`config.mk`:
```
export PLATFORM = sky130hd
export DESIGN_NAME = relay_function_blocks
export DESIGN_NICKNAME = d
export VERILOG_FILES = /design/src/relay_pkg.sv /design/src/relay_function_blocks.sv /design/src/chan_mem.sv
export SDC_FILE = /design/constraint.sdc
export NUM_CORES = 2
export LEC_CHECK = 0
export ABC_AREA = 0
export ABC_CLOCK_PERIOD_IN_PS = 6600
export BUFFER_PORTS_ARGS = -buffer_cell sky130_fd_sc_hd__clkbuf_2
export CAP_MARGIN = 20
export CORE_MARGIN = 1
export CORE_UTILIZATION = 45
export DETAILED_ROUTE_END_ITERATION = 6
export GPL_TIMING_DRIVEN = 0
export SLEW_MARGIN = 20
export SYNTH_ARGS = -nofsm -noshare
export SYNTH_HDL_FRONTEND = slang
export SYNTH_SLANG_ARGS = --single-unit
```
`constraint.sdc`:
```
create_clock -name clk -period 6.6 [get_ports clk]
set_input_delay 0.33 -clock clk [delete_from_list [all_inputs] [get_ports clk]]
set_output_delay 0.33 -clock clk [all_outputs]
set_load 0.02 [all_outputs]
```
`src/relay_pkg.sv`:
```
// shared constants, types and register map of the relay function block controller
package relay_pkg;

  // geometry
  localparam int NUM_IN  = 8;
  localparam int NUM_OUT = 4;
  localparam int NUM_CH  = 4;

  // function block types
  typedef enum logic [2:0] {
    FB_ON_DELAY     = 3'h0,
    FB_OFF_DELAY    = 3'h1,
    FB_YEAR_WINDOW  = 3'h2,
    FB_WEEKDAY_TIME = 3'h3,
    FB_COUNT_UP     = 3'h4,
    FB_COUNT_DOWN   = 3'h5,
    FB_ON_OFF_DELAY = 3'h6,
    FB_PULSE        = 3'h7
  } fb_type_e;

  // scan sequencer, gray along read -> accumulate -> evaluate
  typedef enum logic [1:0] {
    SCAN_READ = 2'h0,
    SCAN_ACC  = 2'h1,
    SCAN_EVAL = 2'h3
  } scan_state_e;

  // per-output configuration, bits [25:0] of a cfg register
  typedef struct packed {
    logic [15:0] preset;
    logic        res_sec;
    logic [2:0]  rst_sel;
    logic [2:0]  in_sel;
    fb_type_e    fb_type;
  } cfg_s;

  // per-output run state
  typedef struct packed {
    logic [15:0] current_count;
    logic [15:0] elapsed_time;
    logic        running;
    logic        prev_in;
    logic        out;
  } run_s;

  // register port request
  typedef struct packed {
    logic [7:0]  addr;
    logic [31:0] wdata;
    logic        wr;
    logic        rd;
  } bus_req_s;

  // register word indices
  localparam logic [7:0] ADDR_CTRL      = 8'h00;
  localparam logic [7:0] ADDR_STATUS    = 8'h01;
  localparam logic [7:0] ADDR_CFG_BASE  = 8'h04;
  localparam logic [7:0] ADDR_RUN_BASE  = 8'h08;
  localparam logic [7:0] ADDR_CHAN_BASE = 8'h20;

  // field positions
  localparam int CTRL_RUN_BIT      = 0;
  localparam int CTRL_DEFAULTS_BIT = 1;
  localparam int CFG_WIDTH         = 26;

  // reset values and count-up saturation limit
  localparam logic        CTRL_RUN_RESET = 1'b0;
  localparam logic [15:0] PRESET_RESET   = 16'h0000;
  localparam logic [15:0] COUNT_MAX      = 16'hffff;
  localparam cfg_s [3:0] CFG_DEFAULTS = {
    cfg_s'{PRESET_RESET, 1'b0, 3'h0, 3'h0, FB_YEAR_WINDOW},
    cfg_s'{PRESET_RESET, 1'b0, 3'h0, 3'h0, FB_WEEKDAY_TIME},
    cfg_s'{PRESET_RESET, 1'b0, 3'h0, 3'h0, FB_COUNT_UP},
    cfg_s'{PRESET_RESET, 1'b0, 3'h0, 3'h0, FB_ON_DELAY}
  };

  // timing
  localparam int CLK_PERIOD_NS = 100;
  localparam int MS_NS         = 1000000;
  localparam int MS_CYCLES     = (MS_NS + CLK_PERIOD_NS - 1) / CLK_PERIOD_NS;
  localparam int MS_PER_SEC    = 1000;

endpackage

```
`src/relay_function_blocks.sv`:
```
// four-output relay controller driven by configurable function blocks
// Operation
// - eight input lines, four relay outputs, all driven by built-in blocks
// - each output owned by one block of eight selectable types
// - each pass evaluates output 0 first, then 1, 2, and 3 last
// - defaults: on-delay, count-up, weekday-time, year-window for outputs 0..3
// - count-up increments only on a rising edge of its count input
// - count-up output energizes once count reaches preset
// - count-up reset input clears count and de-energizes the output
// - on-delay starts its elapsed timer on a rising trigger edge
// - on-delay output energizes when elapsed time equals preset time
// - timers select millisecond or second resolution for preset time
// - year-window output on while clock lies within year on/off range
// - weekday-time output on while clock lies within day on/off range
// - on/off-delay: on-delay while true, then off-delay after false
// - window blocks hold four channels; any matching channel asserts output
//
// The register addresses and the strobed register port are this design's own decisions.
`timescale 1ns/1ps
module relay_function_blocks #(
  parameter int MS_CYCLES = relay_pkg::MS_CYCLES
) (
  // clock and reset
  input  logic                           clk,
  input  logic                           arst_n,
  // register port
  input  relay_pkg::bus_req_s            bus_req,
  output logic [31:0]                    rdata_q,
  // field inputs and real-time clock keys
  input  logic [relay_pkg::NUM_IN-1:0]   in_lines,
  input  logic [15:0]                    rtc_year_key,
  input  logic [15:0]                    rtc_day_key,
  // relay drivers
  output logic [relay_pkg::NUM_OUT-1:0]  relay_q
);

  localparam int MSW = $clog2(MS_CYCLES);

  typedef struct packed {
    logic                              run;
    relay_pkg::cfg_s [3:0]             cfg;
    relay_pkg::run_s [3:0]             run_st;
    relay_pkg::scan_state_e            scan;
    logic [1:0]                        slot;
    logic [1:0]                        ch;
    logic                              hit;
    logic [MSW-1:0]                    ms_cnt;
    logic                              ms_pend;
    logic [9:0]                        sec_cnt;
    logic                              sec_pend;
    logic                              pass_ms;
    logic                              pass_sec;
    logic [3:0]                        relay;
    logic [31:0]                       rdata;
  } state_s;

  state_s      st_q;
  state_s      st_d;
  logic [31:0] chan_word;
  logic        chan_we;

  // one function block step; all timing uses the tick latched for this pass
  function automatic relay_pkg::run_s eval_slot(input relay_pkg::cfg_s c,
                                                input relay_pkg::run_s r,
                                                input logic [7:0] in,
                                                input logic hit,
                                                input logic tms,
                                                input logic tsec);
    relay_pkg::run_s n;
    logic x;
    logic rs;
    logic rise;
    logic fall;
    logic t;
    n    = r;
    x    = in[c.in_sel];
    rs   = in[c.rst_sel];
    rise = x & ~r.prev_in;
    fall = ~x & r.prev_in;
    t    = c.res_sec ? tsec : tms;
    n.prev_in = x;
    case (c.fb_type)
      relay_pkg::FB_ON_DELAY: begin
        if (!x) begin
          n.running      = 1'b0;
          n.elapsed_time = 16'h0000;
        end else if (rise) begin
          n.running      = 1'b1;
          n.elapsed_time = 16'h0000;
        end else if (r.running && t && r.elapsed_time != c.preset) begin
          n.elapsed_time = r.elapsed_time + 16'h0001;
        end
        n.out = x & n.running & (n.elapsed_time == c.preset);
      end
      relay_pkg::FB_OFF_DELAY: begin
        if (x) begin
          n.running      = 1'b0;
          n.elapsed_time = 16'h0000;
        end else begin
          if (fall) begin
            n.running      = 1'b1;
            n.elapsed_time = 16'h0000;
          end else if (r.running && t) begin
            n.elapsed_time = r.elapsed_time + 16'h0001;
          end
          if (n.elapsed_time == c.preset) begin
            n.running = 1'b0;
          end
        end
        n.out = x | n.running;
      end
      relay_pkg::FB_ON_OFF_DELAY: begin
        if (x) begin
          if (rise) begin
            n.running      = 1'b1;
            n.elapsed_time = 16'h0000;
          end else if (r.running && t && r.elapsed_time != c.preset) begin
            n.elapsed_time = r.elapsed_time + 16'h0001;
          end
          n.out = n.running & (n.elapsed_time == c.preset);
        end else begin
          // off phase only follows an energized on phase
          if (fall) begin
            n.running      = r.out;
            n.elapsed_time = 16'h0000;
          end else if (r.running && t) begin
            n.elapsed_time = r.elapsed_time + 16'h0001;
          end
          if (n.elapsed_time == c.preset) begin
            n.running = 1'b0;
          end
          n.out = n.running;
        end
      end
      relay_pkg::FB_PULSE: begin
        // retrigger is ignored while a pulse is running
        if (rise && !r.running) begin
          n.running      = 1'b1;
          n.elapsed_time = 16'h0000;
        end else if (r.running && t) begin
          n.elapsed_time = r.elapsed_time + 16'h0001;
        end
        if (n.elapsed_time == c.preset) begin
          n.running = 1'b0;
        end
        n.out = n.running;
      end
      relay_pkg::FB_COUNT_UP: begin
        if (rs) begin
          n.current_count = 16'h0000;
        end else if (rise && r.current_count != relay_pkg::COUNT_MAX) begin
          n.current_count = r.current_count + 16'h0001;
        end
        n.out = ~rs & (n.current_count >= c.preset);
      end
      relay_pkg::FB_COUNT_DOWN: begin
        if (rs) begin
          n.current_count = c.preset;
        end else if (rise && r.current_count != 16'h0000) begin
          n.current_count = r.current_count - 16'h0001;
        end
        n.out = ~rs & (n.current_count == 16'h0000);
      end
      relay_pkg::FB_YEAR_WINDOW: begin
        n.out = x & hit;
      end
      relay_pkg::FB_WEEKDAY_TIME: begin
        n.out = x & hit;
      end
      default: begin
        n.out = 1'b0;
      end
    endcase
    return n;
  endfunction

  // window settings, one word per output and channel
  assign chan_we = bus_req.wr && (bus_req.addr[7:4] == relay_pkg::ADDR_CHAN_BASE[7:4]);

  chan_mem #(
    .DW (32),
    .AW (4)
  ) u_chan_mem (
    .clk     (clk),
    .arst_n  (arst_n),
    .we      (chan_we),
    .waddr   (bus_req.addr[3:0]),
    .wdata   (bus_req.wdata),
    .raddr   ({st_q.slot, st_q.ch}),
    .rdata_q (chan_word)
  );

  // next state: time base, scan sequencer, register port
  always_comb begin
    relay_pkg::run_s nxt;
    logic [15:0]     key;
    logic            in_win;
    logic            ms_tick;
    logic            sec_tick;
    st_d     = st_q;
    nxt      = st_q.run_st[st_q.slot];
    key      = 16'h0000;
    in_win   = 1'b0;
    ms_tick  = 1'b0;
    sec_tick = 1'b0;

    // millisecond and second ticks, held pending until the next pass starts
    if (st_q.ms_cnt == MSW'(MS_CYCLES - 1)) begin
      st_d.ms_cnt = '0;
      ms_tick     = 1'b1;
    end else begin
      st_d.ms_cnt = st_q.ms_cnt + MSW'(1);
    end
    if (ms_tick) begin
      if (st_q.sec_cnt == 10'(relay_pkg::MS_PER_SEC - 1)) begin
        st_d.sec_cnt = 10'h000;
        sec_tick     = 1'b1;
      end else begin
        st_d.sec_cnt = st_q.sec_cnt + 10'h001;
      end
    end

    case (st_q.scan)
      relay_pkg::SCAN_READ: begin
        st_d.scan = relay_pkg::SCAN_ACC;
      end
      relay_pkg::SCAN_ACC: begin
        // channel word: on key in [15:0], off key in [31:16], off exclusive
        if (st_q.cfg[st_q.slot].fb_type == relay_pkg::FB_YEAR_WINDOW) begin
          key = rtc_year_key;
        end else begin
          key = rtc_day_key;
        end
        in_win   = (key >= chan_word[15:0]) && (key < chan_word[31:16]);
        st_d.hit = st_q.hit | in_win;
        if (st_q.ch == 2'h3) begin
          st_d.scan = relay_pkg::SCAN_EVAL;
        end else begin
          st_d.ch   = st_q.ch + 2'h1;
          st_d.scan = relay_pkg::SCAN_READ;
        end
      end
      relay_pkg::SCAN_EVAL: begin
        nxt = eval_slot(st_q.cfg[st_q.slot], st_q.run_st[st_q.slot], in_lines,
                        st_q.hit, st_q.pass_ms, st_q.pass_sec);
        if (st_q.run) begin
          st_d.run_st[st_q.slot] = nxt;
          st_d.relay[st_q.slot]  = nxt.out;
        end else begin
          st_d.run_st[st_q.slot] = '0;
          st_d.relay[st_q.slot]  = 1'b0;
        end
        st_d.slot = st_q.slot + 2'h1;
        st_d.ch   = 2'h0;
        st_d.hit  = 1'b0;
        st_d.scan = relay_pkg::SCAN_READ;
        if (st_q.slot == 2'h3) begin
          // pass boundary: take pending ticks for the whole next pass
          st_d.pass_ms  = st_q.ms_pend;
          st_d.pass_sec = st_q.sec_pend;
          st_d.ms_pend  = 1'b0;
          st_d.sec_pend = 1'b0;
        end
      end
      default: begin
        st_d.scan = relay_pkg::SCAN_READ;
      end
    endcase

    // a tick in the consuming cycle stays pending
    if (ms_tick) begin
      st_d.ms_pend = 1'b1;
    end
    if (sec_tick) begin
      st_d.sec_pend = 1'b1;
    end

    // register writes; they follow the scan so software wins a collision
    if (bus_req.wr) begin
      if (bus_req.addr == relay_pkg::ADDR_CTRL) begin
        st_d.run = bus_req.wdata[relay_pkg::CTRL_RUN_BIT];
        if (bus_req.wdata[relay_pkg::CTRL_DEFAULTS_BIT]) begin
          st_d.cfg    = relay_pkg::CFG_DEFAULTS;
          st_d.run_st = '0;
        end
      end else if (bus_req.addr[7:2] == relay_pkg::ADDR_CFG_BASE[7:2]) begin
        st_d.cfg[bus_req.addr[1:0]] = bus_req.wdata[relay_pkg::CFG_WIDTH-1:0];
      end
    end

    // read data live for one cycle only; unmapped and channel words read zero
    st_d.rdata = 32'h0000_0000;
    if (bus_req.rd) begin
      if (bus_req.addr == relay_pkg::ADDR_CTRL) begin
        st_d.rdata = {31'h0000_0000, st_q.run};
      end else if (bus_req.addr == relay_pkg::ADDR_STATUS) begin
        st_d.rdata = {20'h00000, st_q.relay, in_lines};
      end else if (bus_req.addr[7:2] == relay_pkg::ADDR_CFG_BASE[7:2]) begin
        st_d.rdata = {6'h00, st_q.cfg[bus_req.addr[1:0]]};
      end else if (bus_req.addr[7:2] == relay_pkg::ADDR_RUN_BASE[7:2]) begin
        st_d.rdata = {st_q.run_st[bus_req.addr[1:0]].elapsed_time,
                      st_q.run_st[bus_req.addr[1:0]].current_count};
      end
    end
  end

  // state register; configuration wakes up in the default block layout
  always_ff @(posedge clk or negedge arst_n) begin
    if (!arst_n) begin
      st_q     <= '0;
      st_q.run <= relay_pkg::CTRL_RUN_RESET;
      st_q.cfg <= relay_pkg::CFG_DEFAULTS;
    end else begin
      st_q <= st_d;
    end
  end

  assign relay_q = st_q.relay;
  assign rdata_q = st_q.rdata;

endmodule

```
`src/chan_mem.sv`:
```
// window channel memory with registered read data
`timescale 1ns/1ps
module chan_mem #(
  parameter int DW = 32,
  parameter int AW = 4
) (
  // clock and reset
  input  logic          clk,
  input  logic          arst_n,
  // write port
  input  logic          we,
  input  logic [AW-1:0] waddr,
  input  logic [DW-1:0] wdata,
  // read port
  input  logic [AW-1:0] raddr,
  output logic [DW-1:0] rdata_q
);

  typedef struct packed {
    logic [(1<<AW)-1:0][DW-1:0] mem;
    logic [DW-1:0]              rdata;
  } mem_state_s;

  mem_state_s st_q;
  mem_state_s st_d;

  // a read of the word being written returns the old contents
  always_comb begin
    st_d = st_q;
    if (we) begin
      st_d.mem[waddr] = wdata;
    end
    st_d.rdata = st_q.mem[raddr];
  end

  always_ff @(posedge clk or negedge arst_n) begin
    if (!arst_n) begin
      st_q <= '0;
    end else begin
      st_q <= st_d;
    end
  end

  assign rdata_q = st_q.rdata;

endmodule

```
# --- After elaboration in Yosys (flattened, before gate mapping) ---
# Index checks and enable logic that the tools add are counted.
word_totals:
  regBits: 860
  in_bits: 84
  out_inout_bits: 36
  elab_cells: 265
op_classes:
  n_addsub: 7
  order_cmp: 12
  n_eq_ne: 26
  n_mux: 104
  bitwise: 17
  n_reduce_logical: 29
ops:
  columns: ["cell", "n"]
  rows:
  - ["2-to-1 mux 140 bit", 4]
  - ["bitwise mux 512 bit", 1]
  - ["2-to-1 mux 16 bit", 26]
  - ["2-to-1 mux 244 bit", 1]
  - ["2-to-1 mux 32 bit", 7]
  - ["2-to-1 mux 104 bit", 2]
  - ["bitwise AND 140 bit", 1]
  - ["binary-select mux 35 bit (select 2 bit)", 2]
  - ["bitwise mux 140 bit", 1]
  - ["NOT 140 bit", 1]
  - ["2-to-1 mux 17 bit", 8]
  - ["binary-select mux 32 bit (select 4 bit)", 1]
  - ["demux 32 bit (select 4 bit)", 1]
  - ["2-to-1 mux 35 bit", 3]
  - ["binary-select mux 26 bit (select 2 bit)", 2]
  - ["bitwise mux 104 bit", 1]
  - ["== test 16 bit", 5]
  - ["2-to-1 mux 26 bit", 3]
  - ["demux 35 bit (select 2 bit)", 1]
  - ["case mux 17 bit (4 select lines)", 1]
  - ["demux 26 bit (select 2 bit)", 1]
  - ["adder 16 x 1 -> 16 bit, second input constant", 2]
  - [">= comparator 16 bit", 2]
  - ["case mux 16 bit (2 select lines)", 1]
  - ["other kinds (53)", 117]

# --- Logic depth before layout (Yosys ltp) ---
depth:
  depth_word: 24
  depth_mapped: 25

# --- Hierarchy ---
# From an unflattened synthesis, not the netlist that was laid out.
hier_totals:
  hier_cells: 3861
  hier_area_um2: 46326.9
by_module_without_submodules:
  columns: ["module", "n_inst", "cells_per_inst", "area_each_um2", "seq_area_each_um2"]
  rows:
  - ["chan_mem", 1, 1468, 23829.1, 13613.1]
  - ["relay_function_blocks", 1, 2393, 22497.8, 7912.6]

# --- Least setup slack after synthesis ---
# Ideal clock, no wire load.
synth_path:
  path_kind: "register to register"
  startpoint: "register st_q[68] in the netlist's numbering"
  endpoint: "register st_q, in the netlist relay_q[0]"
  arrival_time_ns: 5.112
  slack_ns: 1.331
  path_stages_with_launch: 25
  period_less_slack_ns: 5.269
  path_cell_list: "dfrtp_1 buf_2 buf_4 buf_2 buf_2 buf_2 buf_2 mux4_2 mux4_2 mux2_2 clkbuf_1 buf_2 buf_1 nor2_1 ha_1 a21o_1 a21o_1 a21oi_1 o21ai_0 a21oi_1 o31ai_1 a21oi_1 o41ai_2 a311oi_4 a41oi_1"
synth_via:
  elab_chain_len: 20
  elab_cells_between_ends: 100
  cone_classes: "add/sub: 3; order compare: 3; eq/ne: 14; mux: 55; bitwise: 14; reduce/logical: 11"
synth_lines:
  columns: ["element", "line_no", "rtl"]
  rows:
  - ["start, declared", "relay_function_blocks.sv:57", "state_s st_q;"]
  - ["start signal, assigned", "relay_function_blocks.sv:314", "st_q <= st_d;"]
  - ["branches (longest 19 deep; another with adder 16 x 1 -> 16 bit)", null, null]
  - ["2-to-1 mux 4 bit *", "relay_function_blocks.sv:246", "if (st_q.run) begin"]
# Every way passes the cells marked *. The select of a mux whose other input is x is not followed.
# A chain may end at the register's enable or synchronous reset.

==> results_dict.tcl <==
set metrics [dict create \
    outcome "finished with violations" \
    violations "design-rule violations" \
    period_share_pct 98.3 \
    critPathArrivalTime_ps 7040 \
    max_slew_margin_pct 27.7 \
    async_flop_share_pct 100 \
    fillers 8931 \
    die_x_um 321 \
    p_per_area_mw_per_mm2 231 \
    syn_area_mm2 0.0458 \
    cts_root_buf "clkbuf_16" \
    die_y_um 321 \
    slowest_stage "mux4_2" \
    wl_per_cell_um 28.5 \
    wirelength_um 150000 \
    synth-warning-count 0 \
    cp_slowest_stage_delay_ps 480 \
    synth_fa_ha_area_share_pct 1.56 \
    hpwl_um 112000 \
    syn_to_final_growth_pct 12.3 \
    ys.flop_type "dfrtp_1" \
    ys_seq_area_share_pct 47.0 \
    antenna_found_initial 5 \
    viasPerCell 6.26 \
    pin_count 120 \
    synth.distinct_cells 100 \
    worstHoldPathCells 2 \
    core_area_mm2 0.100 \
    h-tree-depth 3 \
    fin_crit_ps 6490 \
    synth_compound_area_share_pct 9.83 \
    ant_nets 0 \
    end_kind "flip-flop" \
    drcViolationCount 5 \
    grt_max_degree 94 \
    portBuffers 94 \
    rsz0062_at_grt "false" \
    clockBufferDepth 3 \
    rows 116 \
    ff2ff_path_depth 23 \
    synth_nets 3781 \
    grt-ovfl-total 0 \
    grt_first_pass_wirelength_um 225000 \
    clock_latency_ps 660 \
    ir_drop_mv 0.266 \
    synthCells 3640 \
    die-area_mm2 0.103 \
    synth_top_family_by_area "multiplexers" \
    fin_skew_ps 24.8 \
    cp_cell_sequence "buf_2 > buf_4 > mux4_2 > mux2i_1 > a22oi_2 > nand3_4 > buf_2 > buf_2 > nor4b_4 > nand2_1 > xor2_1 > nor2_1 > ha_1 > o2111ai_1 > o21ai_0 > a21oi_1 > o31ai_1 > nand4_1 > o41ai_2 > a311oi_4 > buf_12 > buf_12 > a221oi_2" \
    leakagePower_nw 23.0 \
    routabilityCongestion 0.992 \
    yosys_register_bits 860 \
    finalHoldViolations 0 \
    synth_edf_count 0 \
    grt_use_total_pct 29.5 \
    drt-pass1-iter-count 7 \
    cts_tree "done" \
    start_util_pct 45.6 \
    vias 33037 \
    cpMostUsedCell "buf_2" \
    multi_input_area_mm2 0.0224 \
    avgSynthCellArea_um2 12.6 \
    setup_viol 0 \
    synthSimpleGateAreaFrac_pct 8.08 \
    synth_xor_area_share_pct 1.66 \
    nets 3985 \
    criticalPathCategory "flip-flop to flip-flop" \
    cts_buffers 92 \
    clk_pin_slew_ps 60 \
    required_ps 7150 \
    crit_fanout 10 \
    min_path_type "primary input to flip-flop" \
    dp_cells 5103 \
    total_power_w 0.0118 \
    drt_iter0_drc 3575 \
    drive_gt1_share_pct 30.6 \
    timing.fmax_mhz 154 \
    worst_pin_slew_ps 1080 \
    cts_sinks 860 \
    cap_violations 0 \
    start_kind "flip-flop" \
    synth_mux_area_share_pct 27.8 \
    final_cells 5277 \
    regArea_mm2 0.0215 \
    grt_pass1_vias 33470 \
    slew_viol_final 0 \
]
==> per-stage QoR <==
| stage | util (%) | hold WS (ps) | setup slack, ps | cell area (µm²) | TNS [ps] |
|---|---|---|---|---|---|
| 2_1_floorplan | - | 34.4 | 1330 | 45800 | 0 |
| 3_3_place_gp | 47.7 | 448 | -16010 | 47900 | - |
| 3_5_place_dp | 48.0 | 434 | -1110 | 48200 | -8260 |
| 4_1_cts | 51.1 | 1.61 | 58.6 | 51300 | 0 |
| 5_1_grt | 51.2 | 28.8 | 53.3 | 51400 | 0 |
| 6_report | 51.2 | 18.0 | 111 | 51400 | 0 |
==> report_power, final <==
part           leakage (nW)  internal, W  switching [W]
registers              11.9      0.00547       0.000112
logic                  9.69     0.000428       0.000641
clock network          1.48      0.00302        0.00217
==> sequential cells by signal, indices dropped and copies added (netlist names) <==
| signal | cells |
|---|---|
| relay_q | 4 |
| rdata_q | 32 |
| st_q | 280 |
| u_chan_mem.st_q | 512 |
| u_chan_mem.rdata_q | 32 |
==> worst paths after layout <==
check                            start                    to  slack, ps
max                           st_q[68]              st_q[71]        110
min in group asynchronous       arst_n   u_chan_mem.st_q[69]        300
max in group asynchronous       arst_n           rdata_q[26]       4710
min                        bus_req[31]  u_chan_mem.st_q[445]         20
min reg2reg                   st_q[50]              st_q[50]        450
max reg2reg                   st_q[68]              st_q[71]        110
==> repair_timing <==
item,CTS,global route
endpoints found under the hold margin,77,0
hold buffers,3,0
setup buffers,3,2
resized for setup,9,7
endpoints found under the setup margin,9,8
pin swaps,2,2
==> synthesized netlist by cell type, types with 18 or more instances <==
cell type	instances	area (µm²)
a21oi_1	82	410
ha_1	57	713
dfrtp_1	856	21400
and2_1	29	181
buf_4	43	323
nand4_1	25	156
mux4_2	271	6100
xnor2_1	42	368
nand3_1	55	275
inv_1	60	225
and3_1	26	163
nand2b_1	21	131
nand2_1	190	713
nor2b_1	18	113
a21o_1	22	165
nor4_1	23	144
xor2_1	37	324
buf_1	20	75.1
nor2_1	286	1070
a32o_1	79	791
a22oi_1	122	916
o21ai_0	98	490
nor3_1	34	170
buf_2	20	100
clkbuf_1	263	987
mux2_2	539	6070
mux2i_1	29	290
==> worst max-delay path: cells and delay by family (launching register included) <==
family                   cells  cell delay (ps)
AO/OA/AOI/OAI                8             1960
multiplexers                 2              780
adder cells (fa/ha/maj)      1              220
AND/OR/NAND/NOR              5             1220
buffers and inverters        6             1630
flip-flops                   1              370
XOR/XNOR                     1              160
==> layout make-up <==
cell class	instances	share of cell area [%]
timing repair buffer	115	1.69
inverter	63	0.460
antenna	2	0.00974
clock inverter	34	0.667
sequential	860	41.9
buffer	349	3.18
multi-input combinational	2363	43.6
clock buffer	134	5.16
tap	1357	3.30
==> per-layer routing <==
metal	routed length [µm]	vias up	share of wire, %	track usage [%]
met4	7630	6	5.1	13.6
met3	10100	405	6.7	5.22
met5	40	-	0.027	0
met1	60000	17152	40	37.9
li1	-	14120	-	-
met2	72700	1354	48	48.7
==> cells in the final DEF, fill, tap and decap left out, drive strengths merged, types with 57 or more instances in the layout <==
cell type	netlist	routed
a21oi	82	82
a22oi	124	124
a32o	79	79
buf	89	97
clkbuf	265	498
dfrtp	856	856
ha	57	57
inv	61	61
mux2	542	542
mux4	278	278
nand2	190	190
nor2	287	287
o21ai	104	104
==> kinds of logic (layout without fill, tap and decap cells) <==
| group | count (synthesis) | in the layout |
|---|---|---|
| AOI/OAI and AO/OA | 599 | 599 |
| and+or+nand+nor | 775 | 775 |
| muxes | 850 | 850 |
| xor gates and xnor gates | 82 | 82 |
| other | 0 | 2 |
| buffers and inverters | 417 | 695 |
| DFF | 860 | 860 |
| adders and majority gates | 57 | 57 |
(Power assumes the default switching activity.)
